[config.mk]
export PLATFORM = sky130hd
export DESIGN_NAME = dcst_top
export DESIGN_NICKNAME = d
export VERILOG_FILES = /design/src/rtl/dcst_pkg.sv /design/src/rtl/dcst_top.sv /design/src/rtl/dcst_wheel.sv
export VERILOG_INCLUDE_DIRS = /design/src /design/src/rtl
export SDC_FILE = /design/constraint.sdc
export NUM_CORES = 1
export LEC_CHECK = 0
export BUFFER_PORTS_ARGS = -buffer_cell sky130_fd_sc_hd__buf_2
export CAP_MARGIN = 10
export CORE_AREA = 2 2 165 167
export CTS_CLUSTER_SIZE = 14
export DETAILED_ROUTE_END_ITERATION = 8
export DIE_AREA = 0 0 167 169
export PLACE_DENSITY = 0.73
export SYNTH_ARGS = -nofsm -noshare
export SYNTH_HDL_FRONTEND = slang
export SYNTH_SLANG_ARGS = --single-unit
[constraint.sdc]
create_clock -name i_sys_clk -period 10.2 [get_ports i_sys_clk]
set_input_delay 2.04 -clock i_sys_clk [delete_from_list [all_inputs] [get_ports i_sys_clk]]
set_output_delay 2.04 -clock i_sys_clk [all_outputs]
set_load 0.02 [all_outputs]
[src/rtl/dcst_defs.svh]
// Constants for the decimal counter group: geometry, cycle points and step timing
`ifndef DCST_DEFS_SVH
`define DCST_DEFS_SVH

`define DCST_POSITIONS       8
`define DCST_DIGIT_W         4
`define DCST_PHASE_W         9
`define DCST_UNIT_W          5
`define DCST_DLY_W           4

`define DCST_PHASE_ZERO      9'h000
`define DCST_PHASE_ONE       9'h001
`define DCST_PHASE_LAST      9'h167
`define DCST_OP_LATCH        9'h15E
`define DCST_TOTAL_START     9'h15F
`define DCST_SUB_START       9'h009
`define DCST_IMP_FIRST       9'h009
`define DCST_IMP_STEP        9'h012
`define DCST_IMP_COUNT       10
`define DCST_SPECIAL_IMP     9'h15F
`define DCST_ADD_CAM_IMP     9'h0AB
`define DCST_CARRY_IMP       9'h0E1
`define DCST_CARRY_STOP      9'h0F3
`define DCST_CARRY_UNLATCH   9'h102
`define DCST_SUB_CHECK       9'h0C8

`define DCST_CLUTCH_DLY      4'hC
`define DCST_DLY_ONE         4'h1
`define DCST_DLY_ZERO        4'h0
`define DCST_UNIT_LAST       5'h11
`define DCST_UNIT_ZERO       5'h00
`define DCST_UNIT_ONE        5'h01
`define DCST_NINE_TEN_STEP   5'h04

`define DCST_DIGIT_ZERO      4'h0
`define DCST_DIGIT_ONE       4'h1
`define DCST_DIGIT_NINE      4'h9
`define DCST_RADIX           5'h0A

`endif

[src/rtl/dcst_pkg.sv]
// Types shared by the decimal counter group and its wheel positions
package dcst_pkg;
`include "dcst_defs.svh"

  typedef enum logic [1:0] {
    DCST_OP_IDLE,
    DCST_OP_SUBTRACT,
    DCST_OP_TOTAL
  } dcst_op_type;

  typedef struct packed {
    logic subtract;
    logic total;
  } dcst_op_req_type;

  typedef struct packed {
    logic                       valid;
    logic                       special;
    logic [`DCST_DIGIT_W-1:0]   digit;
  } dcst_impulse_type;

  typedef struct packed {
    logic [`DCST_POSITIONS-1:0] strobe;
    logic                       special;
    logic [`DCST_DIGIT_W-1:0]   digit;
  } dcst_print_type;

  typedef logic [`DCST_POSITIONS*`DCST_DIGIT_W-1:0] dcst_group_type;

endpackage

[src/rtl/dcst_top.sv]
// Decimal counter group: complement subtraction, end-around carry and total readout with reset
// Notes on behaviour
// - Never counts backwards; subtract adds complement
// - Nines complement spans whole counter group
// - End-around carry adds one into units
// - Subtract: start at 9, turning from 21
// - Sensed hole stops wheel twelve points later
// - One unit per 18 points moved
// - Stop declutches and locks until next start
// - Top digit zero true, nine complement
// - True magnitude is nine minus each digit
// - Total reads out and zeroes in one cycle
// - Total: start at 351, turning from 3
// - Nine-to-zero arms stop and print impulse
// - Digit impulses every 18 points, 9 to 171
// - Four stored: detect 98, impulse 99, zero
`timescale 1ns/1ps
`include "dcst_defs.svh"
module dcst_top (
  input  wire logic                         i_sys_clk,
  input  wire logic                         i_reset,
  input  wire logic                         i_ce,
  input  wire dcst_pkg::dcst_op_req_type    i_op_req,
  input  wire logic                         i_end_around,
  input  wire logic [`DCST_POSITIONS-1:0]   i_hole,
  output logic [`DCST_PHASE_W-1:0]          o_phase,
  output dcst_pkg::dcst_op_type             o_op,
  output dcst_pkg::dcst_group_type          o_digits,
  output dcst_pkg::dcst_group_type          o_true_digits,
  output logic                              o_complement,
  output logic                              o_sign_fault,
  output dcst_pkg::dcst_print_type          o_print
);
  import dcst_pkg::*;

  localparam int N = `DCST_POSITIONS;

  logic [`DCST_PHASE_W-1:0] phase;
  dcst_op_type              op;
  dcst_impulse_type         impulse;
  logic [N-1:0]             hole_s1;
  logic [N-1:0]             hole_s2;
  logic [N-1:0]             hole_s3;
  logic [N-1:0]             hole;
  logic [N-1:0]             start;
  logic [N-1:0]             stop;
  logic [N-1:0]             carry_in;
  logic [N-1:0]             clutched;
  logic [N-1:0]             nine_ten;
  logic [N-1:0]             carry;
  logic [N-1:0]             printed;
  logic [N-1:0]             print_now;
  logic [`DCST_DIGIT_W-1:0] digit [N];
  dcst_group_type           group;
  logic                     is_sub;
  logic                     is_total;

  // Cycle-point impulse decoding
  function automatic dcst_impulse_type decode_impulse(input logic [`DCST_PHASE_W-1:0] ph);
    dcst_impulse_type r;
    r = '0;
    for (int k = 0; k < `DCST_IMP_COUNT; k++) begin
      if (ph == `DCST_PHASE_W'(`DCST_IMP_FIRST + `DCST_IMP_STEP * k)) begin
        r.valid = 1'b1;
        r.digit = `DCST_DIGIT_NINE - `DCST_DIGIT_W'(k);
      end
    end
    if (ph == `DCST_SPECIAL_IMP) begin
      r.valid   = 1'b1;
      r.special = 1'b1;
    end
    return r;
  endfunction

  function automatic logic [`DCST_DIGIT_W-1:0] nines(input logic [`DCST_DIGIT_W-1:0] d);
    return `DCST_DIGIT_NINE - d;
  endfunction

  assign impulse  = decode_impulse(phase);
  assign is_sub   = (op == DCST_OP_SUBTRACT);
  assign is_total = (op == DCST_OP_TOTAL);

  // Degree counter, one point per enabled clock
  always_ff @(posedge i_sys_clk or posedge i_reset) begin
    if (i_reset) begin
      phase <= `DCST_PHASE_ZERO;
    end else if (i_ce) begin
      phase <= (phase == `DCST_PHASE_LAST) ? `DCST_PHASE_ZERO : phase + `DCST_PHASE_ONE;
    end
  end

  // Operation for the window from the total start point onward
  always_ff @(posedge i_sys_clk or posedge i_reset) begin
    if (i_reset) begin
      op <= DCST_OP_IDLE;
    end else if (i_ce && (phase == `DCST_OP_LATCH)) begin
      if (i_op_req.total) begin
        op <= DCST_OP_TOTAL;
      end else if (i_op_req.subtract) begin
        op <= DCST_OP_SUBTRACT;
      end else begin
        op <= DCST_OP_IDLE;
      end
    end
  end

  // Brush contacts come from outside; three stages, accept when last two agree
  always_ff @(posedge i_sys_clk or posedge i_reset) begin
    if (i_reset) begin
      hole_s1 <= '0;
      hole_s2 <= '0;
      hole_s3 <= '0;
      hole    <= '0;
    end else if (i_ce) begin
      hole_s1 <= i_hole;
      hole_s2 <= hole_s1;
      hole_s3 <= hole_s2;
      hole    <= (hole_s2 & ~(hole_s2 ^ hole_s3)) | (hole & (hole_s2 ^ hole_s3));
    end
  end

  // Carries ripple through positions standing at nine
  always_comb begin
    carry_in[0] = i_end_around && carry[N-1];
    for (int i = 1; i < N; i++) begin
      carry_in[i] = carry[i-1] || (carry_in[i-1] && (digit[i-1] == `DCST_DIGIT_NINE));
    end
  end

  always_comb begin
    for (int i = 0; i < N; i++) begin
      print_now[i] = is_total && impulse.valid && !impulse.special && nine_ten[i] && !printed[i];
      start[i] = (is_sub && (phase == `DCST_SUB_START))
              || (is_total && (phase == `DCST_TOTAL_START))
              || (is_sub && (phase == `DCST_CARRY_IMP) && carry_in[i]);
      stop[i]  = (is_sub && impulse.valid && !impulse.special && hole[i])
              || (is_sub && (phase == `DCST_ADD_CAM_IMP))
              || (is_sub && (phase == `DCST_CARRY_STOP))
              || print_now[i];
    end
  end

  genvar g;
  generate
    for (g = 0; g < N; g++) begin : g_pos
      dcst_wheel u_wheel (
        .i_sys_clk     (i_sys_clk),
        .i_reset       (i_reset),
        .i_ce          (i_ce),
        .i_start       (start[g]),
        .i_stop        (stop[g]),
        .i_carry_clear (phase == `DCST_CARRY_UNLATCH),
        .o_digit       (digit[g]),
        .o_clutched    (clutched[g]),
        .o_nine_ten    (nine_ten[g]),
        .o_carry       (carry[g])
      );
      assign group[g*`DCST_DIGIT_W +: `DCST_DIGIT_W] = digit[g];
    end
  endgenerate

  // One print impulse per position per total cycle
  always_ff @(posedge i_sys_clk or posedge i_reset) begin
    if (i_reset) begin
      printed <= '0;
    end else if (i_ce) begin
      if (phase == `DCST_TOTAL_START) begin
        printed <= '0;
      end else begin
        printed <= printed | print_now;
      end
    end
  end

  always_ff @(posedge i_sys_clk or posedge i_reset) begin
    if (i_reset) begin
      o_print <= '0;
    end else if (i_ce) begin
      o_print.strobe  <= print_now;
      o_print.special <= impulse.special;
      o_print.digit   <= impulse.digit;
    end
  end

  // Registered view of the group and its sign
  always_ff @(posedge i_sys_clk or posedge i_reset) begin
    if (i_reset) begin
      o_digits      <= '0;
      o_true_digits <= '0;
      o_complement  <= 1'b0;
      o_sign_fault  <= 1'b0;
    end else if (i_ce) begin
      o_digits     <= group;
      o_complement <= (digit[N-1] == `DCST_DIGIT_NINE);
      o_sign_fault <= (digit[N-1] != `DCST_DIGIT_NINE) && (digit[N-1] != `DCST_DIGIT_ZERO);
      for (int i = 0; i < N; i++) begin
        o_true_digits[i*`DCST_DIGIT_W +: `DCST_DIGIT_W] <=
          (digit[N-1] == `DCST_DIGIT_NINE) ? nines(digit[i]) : digit[i];
      end
    end
  end

  assign o_phase = phase;
  assign o_op    = op;

  // Checking aid: expected units result of a subtract cycle
  logic [`DCST_DIGIT_W-1:0] chk_base;
  logic [`DCST_DIGIT_W-1:0] chk_sensed;
  logic                     chk_seen;
  logic [`DCST_UNIT_W-1:0]  chk_sum;
  logic [`DCST_DIGIT_W-1:0] chk_expect;

  assign chk_sum    = `DCST_UNIT_W'(chk_base) + `DCST_UNIT_W'(nines(chk_sensed));
  assign chk_expect = (chk_sum >= `DCST_RADIX) ? `DCST_DIGIT_W'(chk_sum - `DCST_RADIX) : chk_sum[`DCST_DIGIT_W-1:0];

  always_ff @(posedge i_sys_clk or posedge i_reset) begin
    if (i_reset) begin
      chk_base   <= `DCST_DIGIT_ZERO;
      chk_sensed <= `DCST_DIGIT_ZERO;
      chk_seen   <= 1'b0;
    end else if (i_ce) begin
      if (is_sub && (phase == `DCST_SUB_START) && !hole[0]) begin
        chk_base   <= digit[0];
        chk_sensed <= `DCST_DIGIT_ZERO;
        chk_seen   <= 1'b0;
      end else if (is_sub && (phase == `DCST_SUB_START)) begin
        chk_base   <= digit[0];
        chk_sensed <= impulse.digit;
        chk_seen   <= 1'b1;
      end else if (is_sub && stop[0] && !chk_seen && (phase < `DCST_ADD_CAM_IMP)) begin
        chk_sensed <= impulse.digit;
        chk_seen   <= 1'b1;
      end
    end
  end
endmodule

[src/rtl/dcst_wheel.sv]
// One counter wheel: clutch delays, unit stepping, nine-to-ten contact and carry latch
`timescale 1ns/1ps
`include "dcst_defs.svh"
module dcst_wheel (
  input  wire logic                     i_sys_clk,
  input  wire logic                     i_reset,
  input  wire logic                     i_ce,
  input  wire logic                     i_start,
  input  wire logic                     i_stop,
  input  wire logic                     i_carry_clear,
  output logic [`DCST_DIGIT_W-1:0]      o_digit,
  output logic                          o_clutched,
  output logic                          o_nine_ten,
  output logic                          o_carry
);
  import dcst_pkg::*;

  logic [`DCST_DLY_W-1:0]  eng_dly;
  logic [`DCST_DLY_W-1:0]  stop_dly;
  logic [`DCST_UNIT_W-1:0] unit;
  logic                    busy;
  logic                    stop_take;
  logic                    step;

  assign busy      = o_clutched || (eng_dly != `DCST_DLY_ZERO);
  assign stop_take = i_stop && (busy || i_start) && (stop_dly == `DCST_DLY_ZERO);
  assign step      = o_clutched && (unit == `DCST_UNIT_LAST);
  assign o_nine_ten = o_clutched && (o_digit == `DCST_DIGIT_NINE) && (unit >= `DCST_NINE_TEN_STEP);

  // Clutch engages a fixed delay after the start impulse
  always_ff @(posedge i_sys_clk or posedge i_reset) begin
    if (i_reset) begin
      eng_dly <= `DCST_DLY_ZERO;
    end else if (i_ce) begin
      if (i_start && !busy) begin
        eng_dly <= `DCST_CLUTCH_DLY;
      end else if (eng_dly != `DCST_DLY_ZERO) begin
        eng_dly <= eng_dly - `DCST_DLY_ONE;
      end
    end
  end

  // Stop impulse declutches the same delay later
  always_ff @(posedge i_sys_clk or posedge i_reset) begin
    if (i_reset) begin
      stop_dly <= `DCST_DLY_ZERO;
    end else if (i_ce) begin
      if (stop_take) begin
        stop_dly <= `DCST_CLUTCH_DLY;
      end else if (stop_dly != `DCST_DLY_ZERO) begin
        stop_dly <= stop_dly - `DCST_DLY_ONE;
      end
    end
  end

  always_ff @(posedge i_sys_clk or posedge i_reset) begin
    if (i_reset) begin
      o_clutched <= 1'b0;
    end else if (i_ce) begin
      if (stop_dly == `DCST_DLY_ONE) begin
        o_clutched <= 1'b0;
      end else if (eng_dly == `DCST_DLY_ONE) begin
        o_clutched <= 1'b1;
      end
    end
  end

  // Forward-only stepping, one unit per eighteen cycle points
  always_ff @(posedge i_sys_clk or posedge i_reset) begin
    if (i_reset) begin
      unit    <= `DCST_UNIT_ZERO;
      o_digit <= `DCST_DIGIT_ZERO;
    end else if (i_ce) begin
      if (eng_dly == `DCST_DLY_ONE) begin
        unit <= `DCST_UNIT_ZERO;
      end else if (step) begin
        unit    <= `DCST_UNIT_ZERO;
        o_digit <= (o_digit == `DCST_DIGIT_NINE) ? `DCST_DIGIT_ZERO : o_digit + `DCST_DIGIT_ONE;
      end else if (o_clutched) begin
        unit <= unit + `DCST_UNIT_ONE;
      end
    end
  end

  // Carry latch, set wins over clear
  always_ff @(posedge i_sys_clk or posedge i_reset) begin
    if (i_reset) begin
      o_carry <= 1'b0;
    end else if (i_ce) begin
      if (step && (o_digit == `DCST_DIGIT_NINE)) begin
        o_carry <= 1'b1;
      end else if (i_carry_clear) begin
        o_carry <= 1'b0;
      end
    end
  end
endmodule

==> results of run 1 <==
-- per-stage QoR --
stage	instance area, um2	cells	worst slack [ps]	util (%)
finish	16010	1938	6405	60.40
global route	16010	1938	6208	60.40
CTS	16010	1938	6404	60.40
detailed placement	15020	1886	5842	56.68
global placement	15020	1886	5948	56.68
floorplan	14330	1508	607.9	-
-- worst max-delay path by stage --
stage / from / end / cells after the start
after floorplan: i_reset / asynchronous set/reset pin / 1
after global placement: i_ce / g_pos[1].u_wheel.o_digit[2]$_DFFE_PP0P_ / 6
after detailed placement: i_ce / g_pos[1].u_wheel.o_digit[2]$_DFFE_PP0P_ / 6
after CTS: i_ce / g_pos[1].u_wheel.o_digit[2]$_DFFE_PP0P_ / 6
after global routing: i_ce / g_pos[1].u_wheel.o_digit[2]$_DFFE_PP0P_ / 6
final: i_ce / g_pos[1].u_wheel.o_digit[2]$_DFFE_PP0P_ / 6
-- layout make-up --
cell class	instances	area [um2]	share of cell area [%]
Clock buffer	40	837.1	5.230
Tap cell	341	426.7	2.666
Inverter	97	371.6	2.322
Timing Repair Buffer	111	584.3	3.651
Clock inverter	12	148.9	0.9303
Sequential cell	274	6857	42.84
Multi-Input combinational cell	1063	6780	42.36
-- state kept, by name (all words and copies together) (netlist names), named ones only --
signal	flops
g_pos.u_wheel.unit	40
g_pos.u_wheel.eng_dly	32
g_pos.u_wheel.o_digit	32
g_pos.u_wheel.stop_dly	32
o_digits	32
o_true_digits	24
o_print	13
o_phase	9
g_pos.u_wheel.o_carry	8
g_pos.u_wheel.o_clutched	8
hole_s1	8
hole_s2	8
hole_s3	8
printed	8
o_op	2
o_complement	1
o_sign_fault	1
-- routing by layer --
metal / GRT usage (%) / part of all wire (%) / wire, um / vias to the layer above
met5: 0 / 0 / 0 / -
met4: 6.409 / 2.0 / 624 / 0
met3: 2.736 / 4.4 / 1408 / 51
met2: 35.73 / 46 / 14680 / 285
met1: 32.46 / 47 / 14950 / 5479
li1: - / - / - / 5412
-- layout by cell type (no fill, tap or decap), drive strengths merged, types with 11 or more instances in the layout --
cell type and count:
a21oi 71, a31oi 28, and2 12, and3 22, buf 110, clkbuf 41, dfrtp 274, ha 89
inv 98, mux2 56, nand2 182, nand3 60, nand4 16, nor2 118, nor3 24, nor4 11
o211ai 12, o21ai 173, o31ai 12, xnor2 24, xor2 21
-- cell usage after synthesis, types with 3 or more instances --
master and number:
o21a_1 5, nor4_1 8, a22o_1 10, clkbuf_1 50
xnor2_1 24, o31ai_1 12, nor3_1 22, a211oi_1 6
nor2_1 118, buf_2 7, o21ai_1 6, nand4_1 16
a31oi_1 28, buf_4 9, nor2b_1 5, xor2_1 21
o211ai_1 12, nand2b_1 8, buf_1 6, or3_1 7
ha_1 89, a22oi_1 3, dfrtp_1 274, and3_1 22
a21oi_1 71, nand2_1 181, or2_2 6, nand3b_1 5
o21ai_0 167, o311ai_0 8, a221oi_1 3, a21o_1 7
o32ai_1 5, and2_1 10, nor4b_1 4, inv_1 97
o2bb2ai_1 5, o22ai_1 3, nand3_1 60, o41ai_1 5
mux2_2 56
-- where the power goes --
part	switching, mW	internal (mW)	leakage (nW)
combinational	0.602	0.434	3.44
clock	0.436	0.647	0.487
sequential	0.323	1.35	3.52
total	1.36	2.43	7.45
-- worst reg2reg max path, delay by kind of cell (launching register included) --
family | cells | cell delay (ps)
AO/OA/AOI/OAI | 3 | 1720
flip-flops | 1 | 700
AND/OR/NAND/NOR | 2 | 610
-- logic make-up after synthesis --
kind of cell             Yosys count  share of synthesized area (%)
buffers and inverters            171                          4.837
multiplexers                      58                          4.540
flip-flops                       274                          47.85
adder cells (fa/ha/maj)           89                          7.771
AO/OA/AOI/OAI                    373                          15.61
XOR/XNOR                          45                          2.750
AND/OR/NAND/NOR                  498                          16.64
==> results.txt, run 1 <==
Worst reg2reg setup slack - 7040 ps
Setup TNS - 0 ps
Final Setup Violations - 0
RSZ-0062 raised after global routing - no
Final min period - 3795 ps
Post CTS Setup Buffer Count - 0
Post-Syn Area - 14330 um2
Sequential share of the synthesized area - 47.85%
Ys async rst share - 100.0%
Router iterations before antenna repair - 7
Crit path max-delay family - buffers and inverters
Final hold slack - 474.2 ps
Nets - 1679
Die height - 169 um
Ys flop type - dfrtp_1
Final period utilization - 37.21%
Syn Inst Count - 1508
Worst path max stage delay - 770 ps
Clock sinks - 274
R2r endpoint - o_print[9]$_DFFE_PP0P_
Max-slew violation count - 0
Yosys reg bits - 274
Area delta synth->final - 11.69%
First-pass GRT wire length - 52910 um
Final ANT Viol Nets - 0
Synth warn - 0
Crit. End Element - flip-flop
Core Box Area - 26500 um2
Synth top area cells - dfrtp_1 (48%), ha_1 (7.8%), o21ai_0 (5.8%)
R2r worst-path depth - 5
Chip width - 167 um
Slew @ Worst Pin - 1125 ps
Number of synthesized flops with an enable pin - 0
GRT Residual Overflow - 0
Clk_lat worst skew - 550 ps
Worst Path Buf+Inv - 2
Iter 0 DRT Violations - 939
Worst Skew - 10.07 ps
Most common cell on crit path - o21ai_0
Final-layout fill cell count - 2200
CTS tree - done
Critical path arrival - 4210 ps
Root Driver - clkbuf_16
VDD IR max - 0.1527 mV
Synth top area share - 47.85%
HP Start - o_true_digits[31]$_DFFE_PP0P_
Hold Path Depth - 1
Leak - 7.448 nW
DP HPWL - 21740 um
Num CTS Buffers - 29
Pwr/cell area - 236.7 nW/um2
Placer Congestion - 0.8776
DRC - 0
Worst slew margin - 24.04%
Total GRT Usage - 22.41%
Clock buffer depth - 3
Pin count of the biggest net entering global routing - 125
CTS resizes - 0
Hold WC Path Type - flip-flop to flip-flop
End of the worst hold path - o_true_digits[31]$_DFFE_PP0P_
Layout cell share with drive strength beyond 1 - 14.84%
Via density - 5.793
Starting Density - 54.07%
CP max-delay cell - buf_4
Avg Synthesized Cell Area - 9.503 um2
Final hold vios - 0
H-tree Lvls - 1
Fmax - 263.5 MHz
Number of port buffers - 103
Worst-path fanout max - 86
Setup CP Type - input pin to flip-flop
Most area-hungry cell type in the Yosys netlist - dfrtp_1
R2R Path Start - o_phase[5]$_DFFE_PP0P_
Max-cap viol count - 0
Status - finished, final reports clean
Row count - 60
Ant. Diodes - 0
Design Power - 3.788 mW
Initial antenna violation count - 0
Crit path cell chain - clkbuf_8 > buf_4 > nand2_1 > or3_1 > o21ai_0 > o21ai_0
Vias in the first global route - 10480
Io pins - 104
Total number of vias - 11230
Hold Buf Count CTS - 0
Routed len/inst - 16.34 um
CTS clk-pin slew, worst paths - 60 ps
Die Area - 28220 um2
Final wirelength - 31670 um
Critical path required time - 10620 ps
Synth unique cells - 78
Worst Setup Start Kind - input pin
Syn_nets - 1611
Power figures use the tool's default switching activity.
==> run 2: changes to the inputs <==
Settings changed: ABC_AREA set to 1, CORE_AREA 2 2 165 167 to 2 2 164 166, DIE_AREA 0 0 167 169 to 0 0 166 168.
Clock period 10.2 ns to 3.7 ns, I/O delays scaled along.
==> run 2 against run 1 <==
Net effect:
- final cell count is 10% higher
- count of clock-buffer cells in the layout is 4 higher
- design area is 0.66% higher
- sequential cell count unchanged
- first-iteration DRC count up 4.3%
- combinational power rose to 3.8 times the previous value
- setup slack lost 5300 ps
- clock power increased to 2.9 times the previous value
- critical endpoint is now g_pos[3].u_wheel.stop_dly[2]$_DFFE_PP0P_
- largest power group unchanged
- highest routed layer unchanged
==> results.txt, run 2 <==
Status - finished, final reports clean (unchanged)
Worst Skew - 33.12 ps (was 10.07 ps)
Crit. Startpoint - o_phase[1]$_DFFE_PP0P_ (was i_ce)
Syn Inst Count - 1668 (was 1508)
RSZ-0062 raised after global routing - no (unchanged)
Synth unique cells - 46 (was 78)
Num CTS Buffers - 30 (was 29)
Post-synthesis mux area share - 0% (was 4.540%)
Final-layout fill cell count - 2247 (was 2200)
Most flops, register - g_pos.u_wheel.unit (unchanged)
Largest register FFs - 40 (unchanged)
Clk_lat worst skew - 570 ps (was 550 ps)
Post-Place Cell Area - 15030 um2 (was 15020 um2)
Crit. End Element - flip-flop (unchanged)
Yosys reg bits - 274 (unchanged)
Crit path cell chain - inv_1 > ha_1 > inv_1 > nor3_1 > nand3b_1 > o21ai_0 > nor2_1 > nand3_4 > nand3_4 > nor2_2 > nand2_1 > nand3_1 > nand3_2 > nand2_2 > nand2_1 > nand2_1 > nand2_1 (was clkbuf_8 > buf_4 > nand2_1 > or3_1 > o21ai_0 > o21ai_0)
Worst Setup Start Kind - flip-flop (was input pin)
VDD IR max - 0.5551 mV (was 0.1527 mV)
Final min period - 2586 ps
DRC - 0 (unchanged)
CTS tree - done (unchanged)
GRT Residual Overflow - 0 (unchanged)
Setup CP Type - flip-flop to flip-flop (was input pin to flip-flop)
Adder-cell share of the synthesized area - 7.837% (was 7.771%)
Pwr/cell area - 750.0 nW/um2 (was 236.7 nW/um2)
Final hold vios - 0 (unchanged)
Avg Synthesized Cell Area - 8.519 um2 (was 9.503 um2)
Final Setup Violations - 0 (unchanged)
CTS clk-pin slew, worst paths - 60 ps (about the same)
Iter 0 DRT Violations - 979 (was 939)
Synth top area share - 48.25% (was 47.85%)
Core Box Area - 26350 um2 (was 26500 um2)
Row count - 60 (unchanged)
Area delta synth->final - 13.38% (was 11.69%)
Ant. Diodes - 0 (unchanged)
Initial antenna violation count - 0 (unchanged)
Synth top area cells - dfrtp_1 (48%), nand2_1 (10%), ha_1 (7.8%) (was dfrtp_1 (48%), ha_1 (7.8%), o21ai_0 (5.8%))
Root Driver - clkbuf_16 (unchanged)
Sequential share of the synthesized area - 48.25% (was 47.85%)
Total number of vias - 11480 (was 11230)
Starting Density - 53.93% (was 54.07%)
Hold Buf Count CTS - 0 (unchanged)
Leak - 8.177 nW (was 7.448 nW)
Final wirelength - 32130 um (was 31670 um)
Router iterations before antenna repair - 5 (was 7)
Crit path max-delay family - simple AND/OR/NAND/NOR gates (was buffers and inverters)
Post CTS Setup Buffer Count - 0 (unchanged)
R2r worst-path depth - 17 (was 5)
Syn_nets - 1771 (was 1611)
Worst slew margin - 34.60% (was 24.04%)
Critical path arrival - 3020 ps (was 4210 ps)
Max-cap viol count - 0 (unchanged)
Post-Synth Simple-Gate Area - 22.31% (was 16.64%)
Leading cell type in the layout, fill and taps excluded - nand2_1 (was dfrtp_1)
Layout cell share with drive strength beyond 1 - 12.33% (was 14.84%)
Top-count cell post-synth - nand2_1 (was dfrtp_1)
Most common cell on crit path - nand2_1 (was o21ai_0)
First-pass GRT wire length - 54160 um (was 52910 um)
Worst setup path end - g_pos[3].u_wheel.stop_dly[2]$_DFFE_PP0P_ (was g_pos[1].u_wheel.o_digit[2]$_DFFE_PP0P_)
Fin area - 16110 um2 (was 16010 um2)
Placer Congestion - 0.8838 (was 0.8776)
Chip width - 166 um (was 167 um)
Number of synthesized flops with an enable pin - 0 (unchanged)
Vias in the first global route - 11090 (was 10480)
Critical path required time - 4130 ps (was 10620 ps)
Nets - 1872 (was 1679)
XOR/XNOR Fraction of Synth Area - 3.267% (was 2.750%)
Largest family of logic cells by synthesized area - simple AND/OR/NAND/NOR gates (unchanged)
Register Area - 6857 um2 (unchanged)
Fmax - 386.7 MHz
Worst reg2reg setup slack - 1110 ps (was 7040 ps)
Synth top cells by count - nand2_1 (396), dfrtp_1 (274), inv_1 (210) (was dfrtp_1 (274), nand2_1 (181), o21ai_0 (167))
Clock buffer depth - 3 (unchanged)
Die Area - 27890 um2 (was 28220 um2)
Worst path max stage delay - 410 ps (was 770 ps)
H-tree Lvls - 1 (unchanged)
Post-Syn Area - 14210 um2 (was 14330 um2)
Worst Path Buf+Inv - 2 (unchanged)
Max-slew violation count - 0 (unchanged)
DP HPWL - 22960 um (was 21740 um)
Final period utilization - 69.89%
Synth Area in Compound Gates - 11.08% (was 15.61%)
Total GRT Usage - 23.24% (was 22.41%)
CTS resizes - 0 (unchanged)
WP depth - 17 (was 6)
Number of port buffers - 103 (unchanged)
Multi-input logic area - 6322 um2 (was 6780 um2)
Final ANT Viol Nets - 0 (unchanged)
CP max-delay cell - dfrtp_1 (was buf_4)
Die height - 168 um (was 169 um)
Slew @ Worst Pin - 981.0 ps (was 1125 ps)
R2r endpoint - g_pos[3].u_wheel.stop_dly[2]$_DFFE_PP0P_ (was o_print[9]$_DFFE_PP0P_)
Io pins - 104 (unchanged)
Ys async rst share - 100.0% (unchanged)
Commonest cells after routing, fill and taps aside - nand2_1 (396), dfrtp_1 (274), inv_1 (208), o21ai_0 (160), buf_2 (102) (was dfrtp_1 (274), nand2_1 (181), o21ai_0 (167), nor2_1 (118), buf_2 (102))
Setup TNS - 0 ps (unchanged)
Worst-path fanout max - 7 (was 86)
R2R Path Start - o_phase[1]$_DFFE_PP0P_ (was o_phase[5]$_DFFE_PP0P_)
Via density - 5.377 (was 5.793)
Most area-hungry cell type in the Yosys netlist - dfrtp_1 (unchanged)
Hold WC Path Type - input pin to asynchronous set/reset pin (was flip-flop to flip-flop)
Pin count of the biggest net entering global routing - 117 (was 125)
Synth warn - 0 (unchanged)
Ys flop type - dfrtp_1 (unchanged)
Clock sinks - 274 (unchanged)
Routed len/inst - 15.06 um (was 16.34 um)
[run 2: cell types whose count changed in the layout (fill, tap and decap cells not counted), sizes merged, moves of 22 or more]
cell	previous run	this run
a31oi	28	0
and3	22	0
inv	98	213
mux2	56	0
nand2	182	410
nand3	60	108
[run 2: final cells by class]
type                       instances  share of cell area (%)
clock inverter                    12                   1.041
inverter                         215                   5.048
timing repair buffer             112                   3.790
clock buffer                      44                   5.669
multi-input combinational       1136                   39.24
tap                              341                   2.648
sequential                       274                   42.56
[run 2: worst reg2reg max path, cell delays in order (launching register included)]
cell and delay [ps]:
dfrtp_1 410, inv_1 110, ha_1 230, inv_1 80, nor3_1 170, nand3b_1 120
o21ai_0 140, nor2_1 120, nand3_4 100, nand3_4 170, nor2_2 170, nand2_1 90
nand3_1 150, nand3_2 110, nand2_2 140, nand2_1 60, nand2_1 50, nand2_1 40
[run 2: worst min-delay path by stage]
stage,to,slack [ps],from,cells after the start
2_1_floorplan,hole_s3[2]$_DFFE_PP0P_,440,hole_s3[2]$_DFFE_PP0P_,2
3_3_place_gp,o_digits[16]$_DFFE_PP0P_,450,o_digits[16]$_DFFE_PP0P_,2
3_5_place_dp,o_digits[8]$_DFFE_PP0P_,460,o_digits[8]$_DFFE_PP0P_,2
4_1_cts,o_true_digits[31]$_DFFE_PP0P_,340,i_reset,3
5_1_grt,o_true_digits[31]$_DFFE_PP0P_,350,i_reset,3
6_report,o_true_digits[31]$_DFFE_PP0P_,300,i_reset,3
[run 2: cell families after synthesis]
family / count (synthesis)
and+or+nand+nor: 711
AOI/OAI and AO/OA: 283
DFF: 274
buffers and inverters: 258
adders and majority gates: 89
xor gates and xnor gates: 53
[run 2: power breakdown]
part           switching [mW]  internal, mW  total, mW
Sequential              0.903          4.04       4.94
Combinational            2.51          1.45       3.96
Clock                    1.25          1.92       3.18
Total                    4.67          7.42       12.1
[run 2: stage by stage]
step	total power, mW	setup WS (ps)	cells	utilization [%]	hold slack, ps
after floorplan	7.771	-663.4	1668	-	442.1
after global placement	8.736	1203	2078	57.04	450.4
after detailed placement	8.909	1140	2078	57.04	456.3
after CTS	12.13	1133	2134	61.14	342.1
after global routing	13.01	829.0	2134	61.14	351.0
final	12.08	1114	2134	61.14	299.6
[run 2: layer usage]
layer	GRT usage (%)	vias up	share of wire (%)	wire [um]
li1	-	5640	-	-
met1	32.89	5492	47	15020
met2	37.92	292	46	14700
met3	3.315	51	5.2	1670
met4	6.087	0	2.3	740
met5	0	-	0	0
